## config.mk

```make
export PLATFORM = sky130hd
export DESIGN_NAME = switch_monitor_interrupt_logic
export DESIGN_NICKNAME = d
export VERILOG_FILES = /design/src/hdl/alert_pkg.sv /design/src/hdl/switch_monitor_interrupt_logic.sv
export SDC_FILE = /design/constraint.sdc
export NUM_CORES = 1
export LEC_CHECK = 0
export BUFFER_PORTS_ARGS = -buffer_cell sky130_fd_sc_hd__buf_4
export CAP_MARGIN = 10
export CORE_UTILIZATION = 54
export CTS_BUF_LIST = sky130_fd_sc_hd__clkbuf_8
export CTS_CLUSTER_DIAMETER = 120
export DETAILED_ROUTE_END_ITERATION = 10
export GPL_ROUTABILITY_DRIVEN = 0
export PLACE_DENSITY = 0.79
export SLEW_MARGIN = 5
export SYNTH_ARGS = -nofsm -noshare
export SYNTH_HDL_FRONTEND = slang
export SYNTH_SLANG_ARGS = --single-unit
export TNS_END_PERCENT = 1
```

## constraint.sdc

```tcl
create_clock -name clk -period 3.8 [get_ports clk]
set_clock_uncertainty 0.05 [all_clocks]
set_input_delay 0.38 -clock clk [delete_from_list [all_inputs] [get_ports clk]]
set_output_delay 0.38 -clock clk [all_outputs]
set_load 0.005 [all_outputs]
```

## src/hdl/alert_pkg.sv

```systemverilog
package alert_pkg;

    // --------------------------------------------------------------
    // sizes
    // --------------------------------------------------------------
    localparam int NUM_INPUTS = 24;
    localparam int CLK_MHZ = 100;

    // --------------------------------------------------------------
    // alert timing, microseconds and derived cycle counts
    // --------------------------------------------------------------
    localparam int ALERT_LOW_TIME_US = 50;
    localparam int ALERT_HIGH_TIME_US = 50;
    localparam int HOLDOFF_TIME_US = 20;
    localparam int ALERT_LOW_CYCLES = ALERT_LOW_TIME_US * CLK_MHZ;
    localparam int ALERT_HIGH_CYCLES = ALERT_HIGH_TIME_US * CLK_MHZ;
    localparam int HOLDOFF_CYCLES = HOLDOFF_TIME_US * CLK_MHZ;
    localparam int TIMER_W = 16;

    // --------------------------------------------------------------
    // setup fields and reset values
    // --------------------------------------------------------------
    localparam logic SCHEME_STATIC = 1'h0;
    localparam logic SCHEME_DYNAMIC = 1'h1;
    localparam logic SCHEME_RESET = 1'h0;
    localparam logic [1:0] DEPTH_ANY = 2'h0;
    localparam logic [1:0] DEPTH_RESET = 2'h0;
    localparam logic [2:0] STABLE_MAX = 3'h4;
    localparam logic [23:0] EDGE_EN_RESET = 24'h000000;

    // alert pin sequencer states, one-hot
    typedef enum logic [3:0] {
        ST_IDLE = 4'h1,
        ST_LOW = 4'h2,
        ST_HIGH = 4'h4,
        ST_HOLD = 4'h8
    } alert_state_type;

endpackage : alert_pkg

```

## src/hdl/switch_monitor_interrupt_logic.sv

```systemverilog
// Function
// - setup bit picks static or dynamic alert
// - static: low until flag-read chip-select rise
// - flags latched first sclk, cleared on read
// - dynamic: toggle low/high until flags read
// - read while low releases pin, clears flags
// - read while high clears, no further low
// - scheme resets static, changes only when stopped
// - flag read starts hold-off interval
// - events in hold-off flag now, alert later
// - second read in hold-off cancels later alert
// - no pending event leaves pin undriven
// - per-input edge enables via two registers
// - rising, falling or both trigger conditions
// - edge enables reset to disabled
// - debounce any crossing or 2/3/4 stable
// - depth 11 needs four stable cycles
// - reference status stored after first cycle
// - stopping run clears debounce counter
// - depth resets to any crossing
// - alert is active-low open-drain
`timescale 1ns/100ps
module switch_monitor_interrupt_logic
    import alert_pkg::*;
(
    // clock and reset
    input wire logic clk,
    input wire logic srst,
    // configuration
    input wire logic run_enable,
    input wire logic scheme_select,
    input wire logic [1:0] debounce_depth_field,
    input wire logic [23:0] edge_enable_reg_a,
    input wire logic [23:0] edge_enable_reg_b,
    // detection results
    input wire logic sample_valid,
    input wire logic [23:0] sample_above,
    input wire logic misc_event,
    // serial port events
    input wire logic spi_cs_n,
    input wire logic spi_sclk_rise,
    input wire logic flag_read_cmd,
    // alert pin, open drain
    output logic alert_out,
    output logic alert_oe_n,
    // status
    output logic [24:0] flags_latched,
    output logic [24:0] flags_live,
    output logic [23:0] switch_status,
    output logic scheme_active,
    output logic holdoff_active
);

    // --------------------------------------------------------------
    // declarations
    // --------------------------------------------------------------
    logic scheme_r;
    logic [1:0] depth_r;
    logic [23:0] en_a_r;
    logic [23:0] en_b_r;
    logic [23:0] ref_r;
    logic ref_valid_r;
    logic [2:0] stable_r [NUM_INPUTS];
    logic [23:0] change_evt;
    logic [24:0] flags_r;
    logic [24:0] latch_r;
    logic cs_d_r;
    logic first_edge_r;
    logic read_seen_r;
    logic cs_rise;
    logic read_now;
    logic any_event;
    logic pending;
    alert_state_type state_r;
    alert_state_type state_nxt;
    logic [TIMER_W-1:0] timer_r;
    logic timer_done;
    logic rearm_r;

    // stable cycles needed for a depth code
    function automatic logic [2:0] need_count(input logic [1:0] d);
        return (d == DEPTH_ANY) ? 3'h1 : 3'(d) + 3'h1;
    endfunction : need_count

    // --------------------------------------------------------------
    // configuration capture
    // --------------------------------------------------------------
    // settings move only while run is stopped
    always_ff @(posedge clk) begin
        if (srst) begin
            scheme_r <= SCHEME_RESET;
            depth_r <= DEPTH_RESET;
            en_a_r <= EDGE_EN_RESET;
            en_b_r <= EDGE_EN_RESET;
        end else if (!run_enable) begin
            scheme_r <= scheme_select;
            depth_r <= debounce_depth_field;
            en_a_r <= edge_enable_reg_a;
            en_b_r <= edge_enable_reg_b;
        end
    end

    // --------------------------------------------------------------
    // debounce and edge detection
    // --------------------------------------------------------------
    // reference status taken on first detection cycle
    always_ff @(posedge clk) begin
        if (srst || !run_enable) begin
            ref_valid_r <= 1'b0;
            ref_r <= '0;
        end else if (sample_valid) begin
            ref_valid_r <= 1'b1;
            if (!ref_valid_r) begin
                ref_r <= sample_above;
            end else begin
                for (int i = 0; i < NUM_INPUTS; i++) begin
                    if (change_evt[i] || (sample_above[i] != ref_r[i] &&
                        stable_r[i] + 3'h1 >= need_count(depth_r))) begin
                        ref_r[i] <= sample_above[i];
                    end
                end
            end
        end
    end

    // per-input count of consecutive differing samples
    always_ff @(posedge clk) begin
        for (int i = 0; i < NUM_INPUTS; i++) begin
            if (srst || !run_enable) begin
                stable_r[i] <= 3'h0;
            end else if (sample_valid && ref_valid_r) begin
                if (sample_above[i] == ref_r[i]) begin
                    stable_r[i] <= 3'h0;
                end else if (stable_r[i] + 3'h1 >= need_count(depth_r)) begin
                    stable_r[i] <= 3'h0;
                end else if (stable_r[i] < STABLE_MAX) begin
                    stable_r[i] <= stable_r[i] + 3'h1;
                end
            end
        end
    end

    // qualified crossing, gated by rising/falling enables
    always_comb begin
        for (int i = 0; i < NUM_INPUTS; i++) begin
            change_evt[i] = run_enable && sample_valid && ref_valid_r &&
                sample_above[i] != ref_r[i] &&
                (stable_r[i] + 3'h1 >= need_count(depth_r)) &&
                ((sample_above[i] && en_a_r[i]) || (!sample_above[i] && en_b_r[i]));
        end
    end

    // --------------------------------------------------------------
    // serial transaction tracking
    // --------------------------------------------------------------
    assign cs_rise = spi_cs_n && !cs_d_r;
    assign read_now = read_seen_r && cs_rise;
    assign any_event = (|change_evt) || misc_event;

    always_ff @(posedge clk) begin
        if (srst) begin
            cs_d_r <= 1'b1;
            first_edge_r <= 1'b0;
            read_seen_r <= 1'b0;
        end else begin
            cs_d_r <= spi_cs_n;
            if (spi_cs_n) begin
                first_edge_r <= 1'b0;
                read_seen_r <= 1'b0;
            end else begin
                if (spi_sclk_rise) begin
                    first_edge_r <= 1'b1;
                end
                if (flag_read_cmd) begin
                    read_seen_r <= 1'b1;
                end
            end
        end
    end

    // snapshot on first sclk rise of each frame
    always_ff @(posedge clk) begin
        if (srst) begin
            latch_r <= '0;
        end else if (!spi_cs_n && spi_sclk_rise && !first_edge_r) begin
            latch_r <= flags_r;
        end
    end

    // event flags: new events win over the read clear
    always_ff @(posedge clk) begin
        if (srst) begin
            flags_r <= '0;
        end else begin
            flags_r <= (read_now ? 25'h0000000 : flags_r) | {misc_event, change_evt};
        end
    end
    assign pending = |flags_r;

    // --------------------------------------------------------------
    // alert pin sequencer
    // --------------------------------------------------------------
    assign timer_done = (timer_r == '0);

    always_comb begin
        state_nxt = state_r;
        case (state_r)
            ST_IDLE: begin
                if (any_event) begin
                    state_nxt = ST_LOW;
                end
            end
            ST_LOW: begin
                if (read_now) begin
                    state_nxt = ST_HOLD;
                end else if (scheme_r == SCHEME_DYNAMIC && timer_done) begin
                    state_nxt = ST_HIGH;
                end
            end
            ST_HIGH: begin
                if (read_now) begin
                    state_nxt = ST_HOLD;
                end else if (timer_done) begin
                    state_nxt = ST_LOW;
                end
            end
            ST_HOLD: begin
                if (timer_done) begin
                    // flags still set, e.g. an event in the read cycle, re-assert too
                    state_nxt = (rearm_r || pending || any_event) ? ST_LOW : ST_IDLE;
                end
            end
            default: begin
                state_nxt = ST_IDLE;
            end
        endcase
    end

    always_ff @(posedge clk) begin
        if (srst) begin
            state_r <= ST_IDLE;
        end else begin
            state_r <= state_nxt;
        end
    end

    // one down-counter serves all three durations
    always_ff @(posedge clk) begin
        if (srst) begin
            timer_r <= '0;
        end else if (state_nxt != state_r) begin
            case (state_nxt)
                ST_LOW: timer_r <= TIMER_W'(ALERT_LOW_CYCLES - 1);
                ST_HIGH: timer_r <= TIMER_W'(ALERT_HIGH_CYCLES - 1);
                ST_HOLD: timer_r <= TIMER_W'(HOLDOFF_CYCLES - 1);
                default: timer_r <= '0;
            endcase
        end else if (!timer_done) begin
            timer_r <= timer_r - 1'b1;
        end
    end

    // event seen during hold-off, dropped by a second read
    always_ff @(posedge clk) begin
        if (srst || state_r != ST_HOLD) begin
            rearm_r <= 1'b0;
        end else if (any_event) begin
            rearm_r <= 1'b1;
        end else if (read_now) begin
            rearm_r <= 1'b0;
        end
    end

    // pin driven low only in the low phase, else released
    always_ff @(posedge clk) begin
        if (srst) begin
            alert_oe_n <= 1'b1;
        end else begin
            alert_oe_n <= (state_nxt != ST_LOW);
        end
    end
    assign alert_out = 1'b0;

    // --------------------------------------------------------------
    // status outputs
    // --------------------------------------------------------------
    assign flags_latched = latch_r;
    assign flags_live = flags_r;
    assign switch_status = ref_r;
    assign scheme_active = scheme_r;
    assign holdoff_active = (state_r == ST_HOLD) && pending;

endmodule : switch_monitor_interrupt_logic
```

Yosys cells after proc, flatten, opt, wreduce, memory -nomap -nowiden --
Memory sizes are Yosys's and may differ from the RTL's. Cells that the tools add are included. W data, S select, Z words.
Word-level totals: flip-flop bits (word level) 151, latch bits 0, RAM bits 72, ROM bits 0, word-level logic and storage cells 1008, memories 1
Memory list:
- stable_r | depth 24, width 3, rd ports 24, clocked after memory_dff 0, wr ports 24, line switch_monitor_interrupt_logic.sv:63 | logic [2:0] stable_r [NUM_INPUTS];
Operators by class: add/sub/neg operators 26, multiply operators 0, divide/modulo/power cells 0, magnitude comparators 48, equal/unequal tests 83, shifts and indexed selects 0, multiplexer cells 474, bitwise gates (word level) 73, reduce and logical (&&, ||, !) cells 265
Operator list (count):
- $mux W1 | 388
- $mux W3 | 73
- $logic_and A1 B1 Y1 | 153
- $add A3 B1 Y3 const B | 24
- $ge A3 B3 Y1 | 24
- $lt A3 B3 Y1 const B | 24
- $or A1 B1 Y1 | 72
- $logic_or A1 B1 Y1 | 53
- $ne A2 B1 Y1 const B | 25
- $reduce_and A2 Y1 | 24
- $mux W16 | 2
- $logic_not A1 Y1 | 28
- $pmux W13 S2 | 1
- $mux W25 | 1
- $or A25 B25 Y25 | 1
- $reduce_or A25 Y1 | 1
- $eq A1 B1 Y1 | 24
- $mux W24 | 1
- $mux W4 | 6
- $ne A1 B1 Y1 | 24
- $reduce_or A24 Y1 | 1
- $logic_not A16 Y1 | 1
- $pmux W4 S4 | 1
- $sub A16 B1 Y16 const B | 1
- other kinds (12) | 16

Logic depth before layout (Yosys ltp) --
word-level depth 15, mapped depth 14, depth with buffers taken out 13

Worst setup path before layout --
OpenSTA, ideal clock, no wires.
kind register to register, start register depth_r[0], end register timer_r[10], arrival 3.967 ns, data required time 3.634 ns, path slack -0.333 ns, stages on the path, launching flop included 14, cell sequence dfxtp_1 -> inv_1 -> ha_1 -> nand2b_1 -> ha_1 -> nand2b_1 -> maj3_1 -> a21oi_1 -> o32ai_1 -> or4_1 -> or4_1 -> or2_4 -> a211o_1 -> and3_1
Between the ends: cells in the longest elaborated chain, start to end 15, elaborated cells between the ends (all ways) 90, classes of those cells 1 x add/sub; 24 x order compare; 5 x eq/ne; 7 x mux; 53 x reduce/logical
RTL lines:
- start, declared | line switch_monitor_interrupt_logic.sv:58 | logic [1:0] depth_r;
- start signal, assigned | line switch_monitor_interrupt_logic.sv:97 | depth_r <= debounce_depth_field;
- $add A2 B1 Y3 / $logic_not A2 Y1 (equally long branches) | line switch_monitor_interrupt_logic.sv:82 | return (d == DEPTH_ANY) ? 3'h1 : 3'(d) + 3'h1;
- $mux W3 * | line switch_monitor_interrupt_logic.sv:82
- $ge A3 B3 Y1 | line switch_monitor_interrupt_logic.sv:148 | (stable_r[i] + 3'h1 >= need_count(depth_r)) &&
- $logic_and A1 B1 Y1 | line switch_monitor_interrupt_logic.sv:147 | sample_above[i] != ref_r[i] &&
- $logic_and A1 B1 Y1 | line switch_monitor_interrupt_logic.sv:148
- $reduce_or A24 Y1 * | line switch_monitor_interrupt_logic.sv:158 | assign any_event = (|change_evt) || misc_event;
- $logic_or A1 B1 Y1 * | line switch_monitor_interrupt_logic.sv:158
- $logic_or A1 B1 Y1 | line switch_monitor_interrupt_logic.sv:230 | state_nxt = (rearm_r || pending || any_event) ? ST_LOW : ST_IDLE;
- $mux W2 | line switch_monitor_interrupt_logic.sv:230
- $mux W4 | line switch_monitor_interrupt_logic.sv:228 | if (timer_done) begin
- $pmux W4 S4 * | line switch_monitor_interrupt_logic.sv:207 | case (state_r)
- $eq A4 B3 Y1 / $eq A4 B2 Y1 (equally long branches) | line switch_monitor_interrupt_logic.sv:252 | case (state_nxt)
- $reduce_or A2 Y1 (no line)
- $pmux W13 S2 | line switch_monitor_interrupt_logic.sv:252
- $mux W16 | line switch_monitor_interrupt_logic.sv:251 | end else if (state_nxt != state_r) begin
- end signal, assigned | line switch_monitor_interrupt_logic.sv:253 | ST_LOW: timer_r <= TIMER_W'(ALERT_LOW_CYCLES - 1);
- end signal, assigned | line switch_monitor_interrupt_logic.sv:254 | ST_HIGH: timer_r <= TIMER_W'(ALERT_HIGH_CYCLES - 1);
- end signal, assigned | line switch_monitor_interrupt_logic.sv:255 | ST_HOLD: timer_r <= TIMER_W'(HOLDOFF_CYCLES - 1);
- end, declared | line switch_monitor_interrupt_logic.sv:76 | logic [TIMER_W-1:0] timer_r;
Mark *: on every way between the ends. The rest lies on a longest branch, timed or not. A chain may end at the register's enable or synchronous reset.

Worst setup path after layout --
Ends and elaborated chain as after synthesis.

==> results.yml <==
critical_path:
  worstRegToRegCells: 14
  slowest_delay_ns: 0.56
  cp.depth: 14
  crit_path_max_fanout: 7
  cp_data_arrival_time_ns: 4.20
  cp_num_buf_inv: 2
  slowest_stage: "or4_4"
  startpoint: "depth_r[0]"
  startpoint_type: "flop"
  crit_chain: "inv_2, ha_4, nand2b_4, buf_12, ha_4, nand2b_4, maj3_2, a21oi_4, o32ai_2, or4_4, or4_4, or2_4, a211o_1, and3_1"
  timing.rr.start: "depth_r[0]"
  cp_top_family: "simple AND/OR/NAND/NOR gates"
  rr_endpoint: "timer_r[10]"
  rrSetupSlack_ns: -0.03
  required_ns: 4.17
  worstSetupPathType: "reg -> reg"
  critPathCaptureType: "flop"
timing:
  post-route-min-period_ns: 3.828
  rsz0062_at_grt: "true"
  finalSetupTns_ns: -0.02752
  tightestPinTransition_ns: 1.130
  fmax_mhz: 261.3
  whs_ns: 0.01449
  hold_viol: 0
  finalSetupViolations: 1
  fin_ws_ns: -0.02752
  slew_viol_final: 0
  finalCritPeriodShare_pct: 100.7
  slew_headroom_pct: 24.44
floorplanning:
  initial_utilization_pct: 55.09
  die_w_um: 148.7
  pin_count: 161
  die_area_um2: 22100
  die_h_um: 148.7
  coreArea_um2: 21090
  rows: 53
clocking:
  cts_buffer_depth: 3
  clock_sinks: 223
  cts_tree: "yes"
  clock-root-buffer: "clkbuf_8"
  h-tree-depth: 2
  cts_buffers: 38
  path_clk_slew_ns: 0.06
  clk_latency_ns: 0.54
layout:
  drive_gt1_share_pct: 21.00
  fin_area_um2: 14300
  num_antenna_cells: 0
  final_util_pct: 67.79
  syn_to_final_growth_pct: 23.05
  nNetsFinal: 1608
  fillCellCount: 1607
yosys:
  yosysTopAreaCellShare_pct: 26.02
  syn-num-nets: 1412
  syn-cell-area_um2: 11620
  synth.avg_cell_area_um2: 9.097
  synth_area_leader_cell: "dfxtp_1"
  synth_warnings: 0
  synth_edf_count: 72
  ys_ff_latch: 223
  synth_most_common_cell: "nor2_1"
  synth_seq_area_share_pct: 44.63
  synth_area_leaders: "dfxtp_1 (26%), edfxtp_1 (19%), mux2i_1 (5.9%)"
  synth-async-reset-ratio_pct: 0
  synth_ff_type: "dfxtp_1"
  synth_cell_types: 63
  syn-instance-count: 1277
  yosys-top-cells-count: "nor2_1 (161), nand2_1 (155), dfxtp_1 (151), edfxtp_1 (72), a21oi_1 (70)"
global_route:
  grt_use_met3_pct: 5.123
  top_usage_layer: "met2"
  first_global_vias: 9937
  groute.layer.met2.usage_pct: 48.55
  use_met1_pct: 36.04
  grt_pass1_wl_um: 50160
  antenna_found_initial: 0
  grt_overflow: 0
  grt_max_degree: 52
  grtUsageTotal_pct: 28.92
placement:
  place_area_um2: 13280
  portBuffers: 159
  dp_hpwl_um: 22830
drt:
  wl_per_cell_um: 18.24
  wirelength_um: 32380
  drt-initial-drc-count: 899
  first_pass_iters: 6
  vias: 10230
  ant_nets: 0
  drc_errors: 0
  vias_per_cell: 5.761
hold_path:
  min_path_cells: 3
  min_to: "en_a_r[14]"
  worstHoldStart: "edge_enable_reg_a[14]"
  min-delay-path-class: "in -> reg"
power:
  power_frac_seq_pct: 45.8
  p_sw_w: 0.001764
  p_sw_share_pct: 29.47
  powerDensity_nw_per_um2: 418.6
  combPwrFrac_pct: 20.1
  p_leak_nw: 6.175
  p_clk_share_pct: 34.1
  intPower_w: 0.004220
  max-vdd-ir-drop_mv: 0.2563
run_status:
  violations: "negative setup slack"
  run_status: "finished with violations"
job:
  maxCapViolCount: 0
-- through the flow --
step | power, W | setup WS [ns] | instances
2_1_floorplan | 0.003537 | 0.02691 | 1277
3_3_place_gp | 0.003887 | -0.09192 | 1699
3_5_place_dp | 0.003922 | -0.1363 | 1699
4_1_cts | 0.005974 | -0.04752 | 1773
5_1_grt | 0.006259 | -0.06503 | 1775
6_report | 0.005984 | -0.02752 | 1775
-- how the worst max path moves through the flow --
stage,slack [ns],endpoint
floorplan,0.03,timer_r[10]
global route,-0.07,timer_r[10]
global placement,-0.09,timer_r[10]
CTS,-0.05,timer_r[10]
finish,-0.03,timer_r[10]
detailed placement,-0.14,timer_r[10]
-- kinds of logic after synthesis --
logic type / count (synthesis) / share of synthesized area (%)
compound gates: 188 / 9.693
xor+xnor: 79 / 5.956
fa+ha+maj: 76 / 7.744
buf+inv: 94 / 3.285
flops: 223 / 44.63
mux: 69 / 5.956
other cells: 1 / 0.03228
simple gates: 547 / 22.70
-- power groups by stage --
stage | registers, W | logic [W] | clock network, W
final | 0.00274 | 0.00120 | 0.00204
after global routing | 0.00276 | 0.00132 | 0.00218
after CTS | 0.00274 | 0.00116 | 0.00208
after detailed placement | 0.00278 | 0.00114 | 0
after global placement | 0.00278 | 0.00111 | 0
after floorplan | 0.00275 | 0.000788 | 0
-- worst register-to-register path: stages, from the launching register on --
cell,delay (ns)
dfxtp_2,0.33
inv_2,0.05
ha_4,0.15
nand2b_4,0.22
buf_12,0.18
ha_4,0.23
nand2b_4,0.14
maj3_2,0.32
a21oi_4,0.16
o32ai_2,0.10
or4_4,0.56
or4_4,0.48
or2_4,0.31
a211o_1,0.29
and3_1,0.16
-- state kept, by name, summed over array words and instances (netlist names) --
| signal | cells |
|---|---|
| flags_live | 25 |
| ref_valid_r | 1 |
| first_edge_r | 1 |
| alert_oe_n | 1 |
| read_seen_r | 1 |
| timer_r | 16 |
| cs_d_r | 1 |
| switch_status | 24 |
| flags_latched | 25 |
| stable_r | 72 |
| en_a_r | 24 |
| state_r | 4 |
| rearm_r | 1 |
| en_b_r | 24 |
| scheme_active | 1 |
| depth_r | 2 |
-- layer usage --
layer / up-vias / part of all wire (%)
li1: 4849 / -
met1: 4824 / 40
met2: 459 / 48
met3: 93 / 7.7
met4: 0 / 3.8
met5: - / 0
-- cell type report --
type                       count  area [um2]  share of cell area (%)
clock buffer                  45       619.3                   4.333
multi-input combinational    960        6265                   43.82
timing repair buffer         213        1645                   11.51
sequential                   223        5187                   36.29
inverter                      37       138.9                  0.9715
tap                          275       344.1                   2.407
clock inverter                22       95.09                  0.6652
-- cells in the final DEF, fill, tap and decap left out, types with 10 or more instances in the layout --
master    synthesis  layout
buf_4             3     207
nor2_1          161     161
nand2_1         155     155
dfxtp_1         151     149
edfxtp_1         72      72
mux2i_1          68      68
a21oi_1          70      62
xnor2_1          51      51
inv_1            35      49
o21ai_0          48      46
ha_1             52      46
and2_1           45      45
clkbuf_8          0      45
nor4_1           31      31
xor2_1           28      28
nor3_1           27      27
nand3_1          20      20
nand2b_1         24      20
and3_1           19      19
nor2b_1          15      15
maj3_1           17      15
nand3b_1         13      13
a22oi_1          12      11
a31oi_1          11      11
or3_1            12      10
o21ai_1           9      10
-- timing repair --
action	CTS	global route
hold buffers	2	0
setup endpoints to repair	19	20
resized for setup	9	27
cloned	0	0
pin swaps	11	18
buffers inserted	5	2
endpoints found under the hold margin	2	0
(Power assumes the default switching activity.)
